===== config.mk =====
export PLATFORM = sky130hd
export DESIGN_NAME = counter_array_capture_compare_pwm
export DESIGN_NICKNAME = d
export VERILOG_FILES = /design/src/rtl/cca_pkg.sv /design/src/rtl/counter_array_capture_compare_pwm.sv
export SDC_FILE = /design/constraint.sdc
export NUM_CORES = 2
export LEC_CHECK = 0
export ABC_AREA = 1
export CAP_MARGIN = 20
export CORE_MARGIN = 2
export CORE_UTILIZATION = 30
export CTS_BUF_LIST = sky130_fd_sc_hd__clkbuf_4
export CTS_CLUSTER_SIZE = 40
export DETAILED_ROUTE_END_ITERATION = 10
export DONT_BUFFER_PORTS = 1
export PLACE_DENSITY = 0.42
export SYNTH_ARGS = -nofsm -noshare
export SYNTH_HDL_FRONTEND = slang
export SYNTH_SLANG_ARGS = --single-unit

===== constraint.sdc =====
create_clock -name core_clk -period 5.7 [get_ports core_clk]
set_clock_uncertainty 0.15 [all_clocks]
set_input_delay 0.855 -clock core_clk [delete_from_list [all_inputs] [get_ports core_clk]]
set_output_delay 0.855 -clock core_clk [all_outputs]
set_load 0.01 [all_outputs]

===== src/rtl/cca_pkg.sv =====
package cca_pkg;
   localparam int         NMOD    = 6;
   localparam logic [7:0] A_CTRL  = 8'hD8;
   localparam logic [7:0] A_MODE  = 8'hD9;
   localparam logic [7:0] A_MM0   = 8'hDA;
   localparam logic [7:0] A_CNTL  = 8'hE9;
   localparam logic [7:0] A_CNTH  = 8'hF9;
   localparam logic [7:0] A_RLDL  = 8'hCE;
   localparam logic [7:0] A_RLDH  = 8'hCF;
   localparam logic [7:0] A_CAPL0 = 8'hEA;
   localparam logic [7:0] A_CAPH0 = 8'hFA;
   localparam logic [7:0] A_AUX0  = 8'hF2;
   localparam int B_OVF  = 7;
   localparam int B_RUN  = 6;
   localparam int B_BUFFER_PAIR01_ENABLE = 4;
   localparam int B_CPS  = 1;
   localparam int B_ECF  = 0;
   localparam int M_DTE  = 7;
   localparam int M_ECOM = 6;
   localparam int M_CAPP = 5;
   localparam int M_CAPN = 4;
   localparam int M_MAT  = 3;
   localparam int M_TOG  = 2;
   localparam int M_PWM  = 1;
   localparam int M_ECCF = 0;
   localparam int X_RES  = 6;
   localparam int X_PH   = 3;
   localparam int X_INV  = 2;
   localparam int X_EXH  = 1;
   localparam logic [2:0] CK_DIV12 = 3'h0;
   localparam logic [2:0] CK_DIV2  = 3'h1;
   localparam logic [2:0] CK_TMR0  = 3'h2;
   localparam logic [2:0] CK_EXT   = 3'h3;
   localparam logic [2:0] CK_X16   = 3'h4;
   localparam logic [2:0] CK_DIV1  = 3'h5;
   localparam logic [2:0] CK_BAUD  = 3'h6;
   localparam logic [2:0] CK_MCK   = 3'h7;
   localparam int         PRE_DIV  = 12;
   localparam logic [3:0] PRE_LAST = 4'(PRE_DIV - 1);
   localparam logic [15:0] CNT_TOP = 16'hFFFF;
   localparam logic [7:0][15:0] PHASE_PT = {16'hD555, 16'h2AAA, 16'hAAAA,
      16'h5555, 16'hC000, 16'h8000, 16'h4000, 16'h0000};
   typedef struct packed {
      logic [7:0] addr;
      logic       page;
      logic       wr;
      logic       rd;
      logic [7:0] wdata;
   } sfr_req_t;
   typedef struct packed {
      logic tmr0_ovf;
      logic ext_clk;
      logic x16_tick;
      logic baud_ovf;
      logic mck_tick;
   } tick_src_t;
   typedef struct packed {
      logic                   ovf;
      logic                   run;
      logic [NMOD-1:0]        ev;
      logic [7:0]             counter_mode_register;
      logic [15:0]            cnt;
      logic [15:0]            rld;
      logic [NMOD-1:0][7:0]   mm;
      logic [NMOD-1:0][7:0]   cap_l;
      logic [NMOD-1:0][7:0]   cap_h;
      logic [NMOD-1:0][7:0]   aux;
      logic [NMOD-1:0][16:0]  act;
      logic [NMOD-1:0]        pin;
      logic [NMOD-1:0]        oe;
      logic [NMOD-1:0]        s1;
      logic [NMOD-1:0]        s2;
      logic [NMOD-1:0]        s3;
      logic                   e1;
      logic                   e2;
      logic                   e3;
      logic [3:0]             pre;
      logic                   half;
      logic                   moved;
      logic [2:0]             bsel;
      logic                   irq;
   } array_state_t;
   typedef struct packed {
      logic [7:0] rdata;
   } top_state_t;
endpackage


===== src/rtl/counter_array_capture_compare_pwm.sv =====
`timescale 1ns/1ps

module counter_array #(
   parameter bit HAS_DEADTIME = 1'b1
) (
   input  wire logic                core_clk,
   input  wire logic                srst,
   input  wire cca_pkg::sfr_req_t   req,
   input  wire logic                sel,
   input  wire cca_pkg::tick_src_t  ticks,
   input  wire logic [5:0]          pin_in,
   output logic [7:0]               rdata,
   output logic [5:0]               pin_out,
   output logic [5:0]               pin_oe,
   output logic                     irq
);
   cca_pkg::array_state_t s;
   cca_pkg::array_state_t next_s;
   logic        wr_here;
   logic        tick;
   logic        adv;
   logic [5:0]  capm;
   logic [5:0]  tmrm;
   logic [5:0]  pwmm;
   logic [5:0]  edge_ok;
   logic [5:0]  cap_hit;
   logic [5:0]  match;
   logic [5:0]  pwm_lvl;
   logic [2:0]  bufc;
   logic [2:0]  bufp;
   logic [15:0] mask;
   logic [15:0] ph;
   logic [16:0] wbit;
   logic [16:0] src;
   logic [16:0] cval;
   logic        low;

   assign wr_here = req.wr & sel;
   assign pin_out = s.pin;
   assign pin_oe  = s.oe;
   assign irq     = s.irq;

   // ------------------------------------------------------------
   // Next state
   // ------------------------------------------------------------
   always_comb begin
      next_s  = s;
      tick    = 1'b0;
      capm    = '0;
      tmrm    = '0;
      pwmm    = '0;
      edge_ok = '0;
      cap_hit = '0;
      match   = '0;
      pwm_lvl = '0;
      bufc    = '0;
      bufp    = '0;
      mask    = '0;
      ph      = '0;
      wbit    = '0;
      src     = '0;
      cval    = '0;
      low     = 1'b0;
      // Pins and the external clock are asynchronous to core_clk.
      next_s.s1 = pin_in;
      next_s.s2 = s.s1;
      next_s.s3 = s.s2;
      next_s.e1 = ticks.ext_clk;
      next_s.e2 = s.e1;
      next_s.e3 = s.e2;
      next_s.pre  = (s.pre == cca_pkg::PRE_LAST) ? 4'h0 : 4'(s.pre + 4'h1);
      next_s.half = ~s.half;
      unique case (s.counter_mode_register[cca_pkg::B_CPS +: 3])
         cca_pkg::CK_DIV12: tick = (s.pre == cca_pkg::PRE_LAST);
         cca_pkg::CK_DIV2:  tick = s.half;
         cca_pkg::CK_TMR0:  tick = ticks.tmr0_ovf;
         cca_pkg::CK_EXT:   tick = s.e2 & ~s.e3;
         cca_pkg::CK_X16:   tick = ticks.x16_tick;
         cca_pkg::CK_DIV1:  tick = 1'b1;
         cca_pkg::CK_BAUD:  tick = ticks.baud_ovf;
         cca_pkg::CK_MCK:   tick = ticks.mck_tick;
      endcase
      adv = s.run & tick;
      next_s.moved = adv;
      if (adv) begin
         if (s.cnt == cca_pkg::CNT_TOP) begin
            next_s.cnt = s.rld;
         end else begin
            next_s.cnt = 16'(s.cnt + 16'h0001);
         end
      end
      // Mode decode per module: capture, timer compare and duty modes.
      for (int i = 0; i < cca_pkg::NMOD; i++) begin
         capm[i] = (s.mm[i][cca_pkg::M_CAPP] | s.mm[i][cca_pkg::M_CAPN])
            & ~s.mm[i][cca_pkg::M_MAT] & ~s.mm[i][cca_pkg::M_TOG]
            & ~s.mm[i][cca_pkg::M_PWM];
         tmrm[i] = s.mm[i][cca_pkg::M_ECOM] & s.mm[i][cca_pkg::M_MAT]
            & ~s.mm[i][cca_pkg::M_CAPP] & ~s.mm[i][cca_pkg::M_CAPN]
            & ~s.mm[i][cca_pkg::M_PWM];
         pwmm[i] = s.mm[i][cca_pkg::M_ECOM] & s.mm[i][cca_pkg::M_PWM]
            & ~s.mm[i][cca_pkg::M_CAPP] & ~s.mm[i][cca_pkg::M_CAPN]
            & ~s.mm[i][cca_pkg::M_MAT] & ~s.mm[i][cca_pkg::M_TOG];
         edge_ok[i] = (s.mm[i][cca_pkg::M_CAPP] & s.s2[i] & ~s.s3[i])
            | (s.mm[i][cca_pkg::M_CAPN] & ~s.s2[i] & s.s3[i]);
      end
      for (int p = 0; p < 3; p++) begin
         bufc[p] = s.counter_mode_register[cca_pkg::B_BUFFER_PAIR01_ENABLE + p] & capm[2*p] & capm[2*p+1];
         bufp[p] = s.counter_mode_register[cca_pkg::B_BUFFER_PAIR01_ENABLE + p] & pwmm[2*p] & pwmm[2*p+1];
         if (bufc[p]) begin
            // Even pin edges alternate into even, then odd registers.
            if (edge_ok[2*p]) begin
               cap_hit[2*p + int'(s.bsel[p])] = 1'b1;
               next_s.bsel[p] = ~s.bsel[p];
            end
         end else begin
            cap_hit[2*p]   = capm[2*p] & edge_ok[2*p];
            cap_hit[2*p+1] = capm[2*p+1] & edge_ok[2*p+1];
         end
      end
      for (int i = 0; i < cca_pkg::NMOD; i++) begin
         match[i] = tmrm[i] & s.moved
            & (s.cnt == {s.cap_h[i], s.cap_l[i]});
         if (match[i] && s.mm[i][cca_pkg::M_TOG]) begin
            next_s.pin[i] = ~s.pin[i];
         end
         unique case (s.aux[i][cca_pkg::X_RES +: 2])
            2'h0: begin
               mask = 16'h00FF;
               ph   = {8'h00, cca_pkg::PHASE_PT[s.aux[i][5:3]][15:8]};
               wbit = 17'h00100;
            end
            2'h1: begin
               mask = 16'h03FF;
               ph   = {6'h00, cca_pkg::PHASE_PT[s.aux[i][5:3]][15:6]};
               wbit = 17'h00400;
            end
            2'h2: begin
               mask = 16'h0FFF;
               ph   = {4'h0, cca_pkg::PHASE_PT[s.aux[i][5:3]][15:4]};
               wbit = 17'h01000;
            end
            2'h3: begin
               mask = 16'hFFFF;
               ph   = cca_pkg::PHASE_PT[s.aux[i][5:3]];
               wbit = 17'h10000;
            end
         endcase
         if (s.aux[i][cca_pkg::X_RES +: 2] == 2'h0) begin
            src = {8'h00, s.aux[i][cca_pkg::X_EXH], s.cap_h[i]};
         end else begin
            src = ({1'b0, s.cap_h[i], s.cap_l[i]} & {1'b0, mask})
               | (s.aux[i][cca_pkg::X_EXH] ? wbit : 17'h00000);
         end
         // In duty mode reload only at the chosen overflow so duty edits never glitch.
         if (!pwmm[i] || (adv && ((s.cnt & mask) == mask))) begin
            next_s.act[i] = src;
         end
         cval = {1'b0, s.cnt & mask};
         if (ph == 16'h0000) begin
            low = cval < s.act[i];
         end else begin
            low = (17'(cval - {1'b0, ph}) & ({1'b0, mask} | wbit))
               < (17'(s.act[i] - {1'b0, ph}) & ({1'b0, mask} | wbit));
         end
         pwm_lvl[i] = ~low;
      end
      for (int p = 0; p < 3; p++) begin
         if (bufp[p]) begin
            pwm_lvl[2*p+1] = ~pwm_lvl[2*p];
         end
      end
      for (int i = 0; i < cca_pkg::NMOD; i++) begin
         if (pwmm[i]) begin
            next_s.pin[i] = pwm_lvl[i] ^ s.aux[i][cca_pkg::X_INV];
         end
         next_s.oe[i] = pwmm[i] | (tmrm[i] & s.mm[i][cca_pkg::M_TOG]);
      end
      // ------------------------------------------------------------
      // Register writes
      // ------------------------------------------------------------
      if (wr_here) begin
         unique case (req.addr)
            cca_pkg::A_CTRL: begin
               next_s.ovf = req.wdata[cca_pkg::B_OVF];
               next_s.run = req.wdata[cca_pkg::B_RUN];
               next_s.ev  = req.wdata[5:0];
            end
            cca_pkg::A_MODE: next_s.counter_mode_register = req.wdata;
            cca_pkg::A_CNTL: next_s.cnt[7:0] = req.wdata;
            cca_pkg::A_CNTH: next_s.cnt[15:8] = req.wdata;
            cca_pkg::A_RLDL: next_s.rld[7:0] = req.wdata;
            cca_pkg::A_RLDH: next_s.rld[15:8] = req.wdata;
            default: begin
            end
         endcase
         for (int k = 0; k < cca_pkg::NMOD; k++) begin
            if (req.addr == 8'(cca_pkg::A_MM0 + k)) begin
               // Without dead-time the top mode bit is not stored.
               next_s.mm[k] = req.wdata
                  & (HAS_DEADTIME ? 8'hFF : 8'h7F);
            end
            if (req.addr == 8'(cca_pkg::A_CAPL0 + k)) begin
               next_s.cap_l[k] = req.wdata;
            end
            if (req.addr == 8'(cca_pkg::A_CAPH0 + k)) begin
               next_s.cap_h[k] = req.wdata;
            end
            if (req.addr == 8'(cca_pkg::A_AUX0 + k)) begin
               next_s.aux[k] = req.wdata;
            end
         end
      end
      // Hardware sets come last so a set beats a same-cycle clear.
      if (adv && s.cnt == cca_pkg::CNT_TOP) begin
         next_s.ovf = 1'b1;
      end
      for (int i = 0; i < cca_pkg::NMOD; i++) begin
         if (cap_hit[i]) begin
            next_s.cap_l[i] = s.cnt[7:0];
            next_s.cap_h[i] = s.cnt[15:8];
         end
         if (cap_hit[i] || match[i]) begin
            next_s.ev[i] = 1'b1;
         end
      end
      next_s.irq = (next_s.ovf & next_s.counter_mode_register[cca_pkg::B_ECF])
         | (|(next_s.ev & {next_s.mm[5][0], next_s.mm[4][0],
         next_s.mm[3][0], next_s.mm[2][0], next_s.mm[1][0],
         next_s.mm[0][0]}));
   end

   // ------------------------------------------------------------
   // Read mux
   // ------------------------------------------------------------
   always_comb begin
      rdata = 8'h00;
      unique case (req.addr)
         cca_pkg::A_CTRL: rdata = {s.ovf, s.run, s.ev};
         cca_pkg::A_MODE: rdata = s.counter_mode_register;
         cca_pkg::A_CNTL: rdata = s.cnt[7:0];
         cca_pkg::A_CNTH: rdata = s.cnt[15:8];
         cca_pkg::A_RLDL: rdata = s.rld[7:0];
         cca_pkg::A_RLDH: rdata = s.rld[15:8];
         default: begin
         end
      endcase
      for (int k = 0; k < cca_pkg::NMOD; k++) begin
         if (req.addr == 8'(cca_pkg::A_MM0 + k)) begin
            rdata = s.mm[k];
         end
         if (req.addr == 8'(cca_pkg::A_CAPL0 + k)) begin
            rdata = s.cap_l[k];
         end
         if (req.addr == 8'(cca_pkg::A_CAPH0 + k)) begin
            rdata = s.cap_h[k];
         end
         if (req.addr == 8'(cca_pkg::A_AUX0 + k)) begin
            rdata = s.aux[k];
         end
      end
   end

   always_ff @(posedge core_clk) begin
      if (srst) begin
         s <= '0;
      end else begin
         s <= next_s;
      end
   end

   // ------------------------------------------------------------
   // Checks
   // ------------------------------------------------------------
   ovf_wrap_a: assert property (@(posedge core_clk) disable iff (srst)
      (adv && s.cnt == 16'hFFFF && !wr_here)
      |=> (s.ovf && s.cnt == $past(s.rld)))
      else $error("Counter wrap did not reload or flag.");
   cnt_hold_a: assert property (@(posedge core_clk) disable iff (srst)
      (!s.run && !wr_here) |=> $stable(s.cnt))
      else $error("Counter moved while stopped.");
   irq_gate_a: assert property (@(posedge core_clk) disable iff (srst)
      s.irq == ((s.ovf & s.counter_mode_register[0]) | (|(s.ev & {s.mm[5][0],
      s.mm[4][0], s.mm[3][0], s.mm[2][0], s.mm[1][0], s.mm[0][0]}))))
      else $error("Interrupt does not follow flags and enables.");
   genvar g;
   for (g = 0; g < 6; g++) begin : chk
      cap_copy_a: assert property (@(posedge core_clk) disable iff (srst)
         cap_hit[g] |=> ({s.cap_h[g], s.cap_l[g]} == $past(s.cnt)
         && s.ev[g]))
         else $error("Capture did not copy the counter.");
      any_edge_a: assert property (@(posedge core_clk) disable iff (srst)
         (capm[g] && !bufc[g/2] && s.mm[g][5] && s.mm[g][4]
         && (s.s2[g] != s.s3[g])) |=> s.ev[g])
         else $error("Transition not captured with both edges on.");
      tmr_match_a: assert property (@(posedge core_clk) disable iff (srst)
         (tmrm[g] && s.moved && s.cnt == {s.cap_h[g], s.cap_l[g]})
         |=> s.ev[g])
         else $error("Timer match did not set the event flag.");
      hso_tog_a: assert property (@(posedge core_clk) disable iff (srst)
         (match[g] && s.mm[g][2] && !wr_here)
         |=> (s.pin[g] != $past(s.pin[g])))
         else $error("Output did not toggle on match.");
      ev_stick_a: assert property (@(posedge core_clk) disable iff (srst)
         (s.ev[g] && !wr_here) |=> s.ev[g])
         else $error("Event flag dropped without software.");
      pwm_pin_a: assert property (@(posedge core_clk) disable iff (srst)
         (pwmm[g] && !wr_here)
         |=> (s.pin[g] == ($past(pwm_lvl[g]) ^ $past(s.aux[g][2]))))
         else $error("Duty output level or inversion wrong.");
      reload_8_a: assert property (@(posedge core_clk) disable iff (srst)
         (pwmm[g] && s.aux[g][7:6] == 2'h0 && adv && s.cnt[7:0] == 8'hFF)
         |=> (s.act[g] == {8'h00, $past(s.aux[g][1]), $past(s.cap_h[g])}))
         else $error("Active compare not reloaded at byte wrap.");
   end
endmodule

module counter_array_capture_compare_pwm (
   input  wire logic                core_clk,
   input  wire logic                srst,
   input  wire cca_pkg::sfr_req_t   sfr_req,
   output logic [7:0]               sfr_rdata,
   input  wire cca_pkg::tick_src_t  ticks,
   input  wire logic [1:0][5:0]     module_io_pin_in,
   output logic [1:0][5:0]          module_io_pin_out,
   output logic [1:0][5:0]          module_io_pin_oe,
   output logic [1:0]               irq
);
   cca_pkg::top_state_t t;
   cca_pkg::top_state_t next_t;
   logic [1:0][7:0]     rd;

   // Two independent arrays share only the clock, the reset, the register port and the tick sources.
   for (genvar a = 0; a < 2; a++) begin : arr
      counter_array #(
         .HAS_DEADTIME (a == 0)
      ) u_array (
         .core_clk (core_clk),
         .srst     (srst),
         .req      (sfr_req),
         .sel      (sfr_req.page == 1'(a)),
         .ticks    (ticks),
         .pin_in   (module_io_pin_in[a]),
         .rdata    (rd[a]),
         .pin_out  (module_io_pin_out[a]),
         .pin_oe   (module_io_pin_oe[a]),
         .irq      (irq[a])
      );
   end

   always_comb begin
      next_t = t;
      if (sfr_req.rd) begin
         next_t.rdata = rd[sfr_req.page];
      end
   end

   always_ff @(posedge core_clk) begin
      if (srst) begin
         t <= '0;
      end else begin
         t <= next_t;
      end
   end

   assign sfr_rdata = t.rdata;
endmodule


* Yosys cells after proc, flatten, opt, wreduce, memory -nomap -nowiden
Memories as Yosys holds them, arrays and structs flattened. A register that Yosys moved wholly into a read port is not among the register bits.
Index checks and enable logic that the tools add are counted.
** Cells by class
- $add $sub $neg :: 32
- Magnitude comparators :: 49
- Equal/unequal tests :: 108
- Multiplexer cells :: 314
- Bitwise logic cells :: 517
- Reduce and logical (&&, ||, !) cells :: 208
** Operator list (count)
- one-hot mux 16 bit (4 select lines) :: 24
- two-way mux 8 bit :: 116
- one-hot mux 17 bit (4 select lines) :: 12
- two-way mux 240 bit :: 2
- AND 17 bit :: 24
- two-way mux 17 bit :: 24
- AND 16 bit :: 24
- equality test 16 bit :: 24
- AND 1 bit :: 271
- two-way mux 16 bit :: 16
- equality test 8 bit, second input constant :: 30
- < comparator 16 x 17 -> 1 bit :: 12
- < comparator 17 bit :: 12
- OR 16 x 17 -> 17 bit :: 12
- OR 17 bit :: 12
- subtractor 16 x 16 -> 17 bit :: 12
- subtractor 17 x 16 -> 17 bit :: 12
- zero test 16 bit :: 12
- greater-or-equal comparator 32 x 1 -> 1 bit, second input constant :: 4
- < comparator 32 x 5 -> 1 bit, second input constant :: 4
- AND reduction 2 bit :: 62
- NOT 1 bit :: 118
- one-hot mux 8 bit (6 select lines) :: 2
- nonzero test 2 bit :: 48
- other kinds (36) :: 339
** Storage, ports and cells
- Register bits after elaboration :: 769
- Memory bits (read-only) :: 1536
- Bits of input ports :: 38
- Logic and storage cells :: 1366
- Memories :: 12
** Memories
- (no name shown) :: words 8, width 16, read ports 1, clocked after memory_dff 1, write ports 0, line counter_array_capture_compare_pwm.sv:129 : ph = {8'h00, cca_pkg::PHASE_PT[s.aux[i][5:3]][15:8]};
- (no name shown) :: words 8, width 16, read ports 1, clocked after memory_dff 1, write ports 0, line counter_array_capture_compare_pwm.sv:129
- (no name shown) :: words 8, width 16, read ports 1, clocked after memory_dff 1, write ports 0, line counter_array_capture_compare_pwm.sv:129
- (no name shown) :: words 8, width 16, read ports 1, clocked after memory_dff 1, write ports 0, line counter_array_capture_compare_pwm.sv:129
- (no name shown) :: words 8, width 16, read ports 1, clocked after memory_dff 1, write ports 0, line counter_array_capture_compare_pwm.sv:129
- (no name shown) :: words 8, width 16, read ports 1, clocked after memory_dff 1, write ports 0, line counter_array_capture_compare_pwm.sv:129
- +6 memories

* Depth between registers and ports, before layout
- Depth in word-level cells :: 28
- Depth in mapped cells :: 38
- Mapped depth without buffers :: 36

* Modules after synthesis
Synthesis repeated with hierarchy kept, for this count alone.
** Second synthesis, totals
- Cell total of the unflattened synthesis :: 10462
- Area total of the unflattened synthesis :: 69484.1 um^2
** Modules (own cells, without submodules)
- counter_array (arr[0].u_array) :: instances 1, cells each 5250, area an instance 34727.1 um^2, seq. area each 8187.9 um^2
- counter_array (arr[1].u_array) :: instances 1, cells each 5143, area an instance 34306.7 um^2, seq. area each 8067.7 um^2
- counter_array_capture_compare_pwm :: instances 1, cells each 69, area an instance 450.4 um^2, seq. area each 160.2 um^2

* Worst setup path after synthesis
No wires, ideal clock.
- Path type :: register -> register
- From :: register arr[1].u_array.s[354] in the netlist's numbering
- To :: register arr[1].u_array.s, in the netlist arr[1].u_array.pin_out[5]
- Data arrival time :: 4.569 ns
- Data required time :: 5.480 ns
- Path slack :: 0.911 ns
- Stages on the path, launching flop included :: 30
- Buffers on the path :: 1
- Cells stage by stage :: dfxtp_1 inv_2 clkbuf_1 fa_1 inv_1 nand3_1 and2_1 o21ai_1 a21o_1 a21oi_1 o21bai_1 a21oi_1 o21bai_1 nand3_1 nand2_1 nand2_1 nand2_1 a21oi_1 o21ai_0 a21oi_1 ha_1 a21oi_1 nor2_1 a2111oi_0 o21ai_0 nand3_1 o21ai_0 a21oi_1 o21ai_0 a21oi_1
** On the way
- Word-level cells in the longest chain between the ends :: 9
- Elaborated cells between the ends (all ways) :: 20
- Those cells by class :: add/sub: 2; order compare: 4; eq/ne: 1; mux: 4; bitwise: 7; reduce/logical: 2
** Ends and longest elaborated chain
- from (decl) :: line counter_array_capture_compare_pwm.sv:17 : cca_pkg::array_state_t s;
- from (signal assigned) :: line counter_array_capture_compare_pwm.sv:267 : s <= next_s;
- AND 16 bit :: line counter_array_capture_compare_pwm.sv:158 : cval = {1'b0, s.cnt & mask};
- subtractor 16 x 16 -> 17 bit :: line counter_array_capture_compare_pwm.sv:162 : low = (17'(cval - {1'b0, ph}) & ({1'b0, mask} | wbit))
- AND 17 bit :: line counter_array_capture_compare_pwm.sv:162
- < comparator 17 bit :: line counter_array_capture_compare_pwm.sv:163 : < (17'(s.act[i] - {1'b0, ph}) & ({1'b0, mask} | wbit));
- two-way mux 1 bit :: line counter_array_capture_compare_pwm.sv:159 : if (ph == 16'h0000) begin
- NOT 1 bit :: line counter_array_capture_compare_pwm.sv:165 : pwm_lvl[i] = ~low;
- two-way mux 1 bit :: line counter_array_capture_compare_pwm.sv:168 : if (bufp[p]) begin
- XOR 1 bit :: line counter_array_capture_compare_pwm.sv:174 : next_s.pin[i] = pwm_lvl[i] ^ s.aux[i][cca_pkg::X_INV];
- two-way mux 1 bit :: line counter_array_capture_compare_pwm.sv:173 : if (pwmm[i]) begin
Parallel ways exist; a longest one is shown, timed or not.
A chain may end at the register's enable or synchronous reset.

* Final worst setup path
- From :: register arr[0].u_array.s[355] in the netlist's numbering
- To :: register arr[0].u_array.s, in the netlist arr[0].u_array.pin_out[5]
** On the way
- Word-level cells in the longest chain between the ends :: 9
- Elaborated cells between the ends (all ways) :: 20
- Those cells by class :: add/sub: 2; order compare: 4; eq/ne: 1; mux: 4; bitwise: 7; reduce/logical: 2
** Ends and longest elaborated chain (line)
- from (decl) :: counter_array_capture_compare_pwm.sv:17
- from (signal assigned) :: counter_array_capture_compare_pwm.sv:267
- AND 16 bit :: counter_array_capture_compare_pwm.sv:158
- subtractor 16 x 16 -> 17 bit :: counter_array_capture_compare_pwm.sv:162
- AND 17 bit :: counter_array_capture_compare_pwm.sv:162
- < comparator 17 bit :: counter_array_capture_compare_pwm.sv:163
- two-way mux 1 bit :: counter_array_capture_compare_pwm.sv:159
- NOT 1 bit :: counter_array_capture_compare_pwm.sv:165
- two-way mux 1 bit :: counter_array_capture_compare_pwm.sv:168
- XOR 1 bit :: counter_array_capture_compare_pwm.sv:174
- two-way mux 1 bit :: counter_array_capture_compare_pwm.sv:173
Parallel ways exist; a longest one is shown, timed or not.

==> flow_summary.json <==
{
  "num_rows": 173,
  "grt_start_max_net_pins": 234,
  "whs_ns": -0.0186,
  "setup_violations": 0,
  "yosys.cell_types.count": 59,
  "final_common_cell": "nand2_1",
  "finalMaxSlewViolations": 0,
  "place_congestion": 0.920,
  "synthArstFlopShare": 0,
  "first_iter_violations": 7037,
  "cp_max_fo": 12,
  "synth_fp_nets": 11000,
  "period_needed_ns": 5.28,
  "final_cell_mix": "nand2_1, inv_1, a21oi_1",
  "synth_edf_count": 0,
  "dp_slack_ns": 0.430,
  "io_pins": 72,
  "drt-vias-per-instance": 5.29,
  "clkSinkCount": 817,
  "cts_tree": "done",
  "rrSetupSlack_ns": 0.42,
  "vias": 71600,
  "nNetsFinal": 11200,
  "max_freq_ghz": 0.189,
  "yosysSeqAreaShare": 0.243,
  "initial_core_util": 0.302,
  "cp.required_ns": 6.73,
  "hold_path_class": "in2reg",
  "die_w_um": 478,
  "drtPass1Iterations": 8,
  "wirelength_um": 307000,
  "cp-end-kind": "flop",
  "maxCapViolCount": 0,
  "cp-start-kind": "flop",
  "grt_pass1_wl_um": 448000,
  "ant_nets": 0,
  "antenna_found_initial": 20,
  "ys_warn_count": 0,
  "post-dp-hpwl_um": 221000,
  "synth_cells": 10200,
  "p_total_mw": 12.6,
  "path_clk_slew_ns": 0.07,
  "violations": "negative hold slack",
  "outcome": "finished, violations left",
  "power.leakage_nw": 34.0,
  "placed_cell_area_sq_um": 71100,
  "pwr_density_cell_nw_per_um2": 168,
  "synth.cell_area_sq_um": 67300,
  "setup_slack_ns": 0.422,
  "relSlewSlack": 0.0283,
  "postSynthAreaPerCell_sq_um": 6.60,
  "area_delta_synth_final_pct": 12.0,
  "grt_usage": 0.260,
  "critPathArrivalTime_ns": 6.31,
  "hold_viol": 1,
  "clock_latency_ns": 1.38,
  "grt_pass1_vias": 67700,
  "vdd_drop_max_mv": 0.188,
  "cts_root_buf": "clkbuf_4",
  "cts_max_level": 5,
  "cts-buffers-inserted": 285,
  "drc": 0,
  "die_area_sq_um": 228000,
  "worst_pin_slew_ns": 1.46,
  "portBuffers": 0,
  "die_y_um": 478,
  "drive_gt1_frac": 0.0747,
  "ctsLongestPathBuffers": 4,
  "wire_per_inst_um": 22.7,
  "rsz0062_at_grt": "yes",
  "post_cts_buffers": 0,
  "final_area_sq_um": 75300,
  "period_share": 0.926,
  "core_sq_um": 223000,
  "ys_ff_latch": 817,
  "grt-ovfl-total": 0,
  "worstSetupPathType": "reg2reg",
  "yosys_most_used_dff": "dfxtp_1"
}
==> layer usage <==
metal	vias up	global-route usage	routed length, um
met2	2635	0.396	130000
met3	584	0.0498	24100
met1	33700	0.363	142000
met4	2	0.0942	11600
met5	-	0	13
li1	34700	-	-
==> flip-flops by register name, summed over array words and instances, names as in the netlist, named ones only <==
name / flops
arr.u_array.pin_oe: 12
arr.u_array.s: 709
arr.u_array.irq: 2
sfr_rdata: 8
arr.u_array.next_s: 26
arr.u_array.pin_out: 12
==> final timing paths <==
check,start,to,cells past startpoint
hold / removal,srst,arr[1].u_array.s[187]$_SDFFE_PP0P_,2
setup reg to reg,arr[0].u_array.s[355]$_SDFF_PP0_,arr[0].u_array.pin_out[5]$_SDFFE_PP0P_,25
setup / recovery,arr[0].u_array.s[355]$_SDFF_PP0_,arr[0].u_array.pin_out[5]$_SDFFE_PP0P_,25
hold reg to reg,arr[1].u_array.next_s[20]$_SDFF_PP0_,arr[1].u_array.next_s[14]$_SDFF_PP0_,2
==> synth_stat cells (25+ instances only) <==
cell       instances  area share
nand2_1         1967        0.11
o21bai_1          83      0.0093
xor2_1           214       0.028
clkbuf_1         274       0.015
buf_4             33      0.0037
nand3_1          323       0.024
ha_1             760        0.14
nor4_1            59      0.0055
o2111ai_1         41      0.0053
or2_2             25      0.0023
xnor2_1           82       0.011
o22ai_1          152       0.014
inv_1           1670       0.093
a31oi_1          129       0.012
buf_2             68      0.0051
o21ai_1          116      0.0086
a21oi_1          968       0.072
o221ai_1         122       0.016
buf_1             33      0.0018
dfxtp_1          817        0.24
a211oi_1         125       0.014
inv_2             45      0.0025
o211ai_1          49      0.0055
nand4_1          150       0.014
nor3_1            80      0.0059
nor2_1           681       0.038
o21ai_0          830       0.062
a21o_1            48      0.0054
==> cells by family after synthesis <==
| kind of cell | Yosys count | synth area share |
|---|---|---|
| flip-flops | 817 | 0.243 |
| adder cells (fa/ha/maj) | 784 | 0.148 |
| AND/OR/NAND/NOR | 3390 | 0.211 |
| XOR/XNOR | 296 | 0.0385 |
| AO/OA/AOI/OAI | 2766 | 0.236 |
| buffers and inverters | 2140 | 0.122 |
==> final cells by class <==
cell class	count	area (sq um)
Tap cell	2975	3720
Multi-Input combinational cell	7236	42700
Antenna cell	16	40.0
Fill cell	24800	147000
Timing Repair Buffer	311	2800
Clock inverter	56	224
Clock buffer	389	2920
Sequential cell	817	16400
Inverter	1732	6510
==> per-stage QoR <==
stage               instances   util  hold WS [ns]  setup TNS [ns]
floorplan               10200      -         0.236               0
global placement        13000  0.319         0.239               0
detailed placement      13000  0.320         0.249               0
CTS                     13500  0.338       0.00386               0
global route            13500  0.338       0.00846         -0.0910
finish                  13500  0.339       -0.0186               0
==> critical path, stage by stage, from the launching register on <==
cell,delay [ns]
dfxtp_2,0.91
ha_1,0.41
a21o_1,0.19
a31oi_1,0.30
o21ai_1,0.15
a21oi_1,0.20
o21bai_1,0.10
nand2_1,0.06
inv_1,0.05
o21ai_1,0.12
nand2_1,0.10
nand2_1,0.06
nand2_1,0.05
a21oi_1,0.20
o21ai_1,0.10
nand2_1,0.06
nand2_1,0.06
o21ai_1,0.11
a21oi_1,0.06
ha_1,0.28
nand2_1,0.06
o311ai_0,0.68
nand3_1,0.20
nand3_1,0.13
nand3_1,0.09
a21oi_1,0.19
==> report_power, final <==
part / leakage [nW] / internal [mW] / total [mW] / switching (mW)
logic: 25.5 / 0.170 / 0.647 / 0.477
registers: 6.59 / 5.73 / 5.75 / 0.0221
clock network: 1.92 / 3.11 / 6.23 / 3.12
==> repair_timing <==
item                                    4_1_cts  5_1_grt
gates resized for setup                       0       13
hold buffers                                 86        0
endpoints found under the setup margin        0        7
hold endpoints to repair                    439        0
Note: power is estimated with default switching activity, not from simulation.
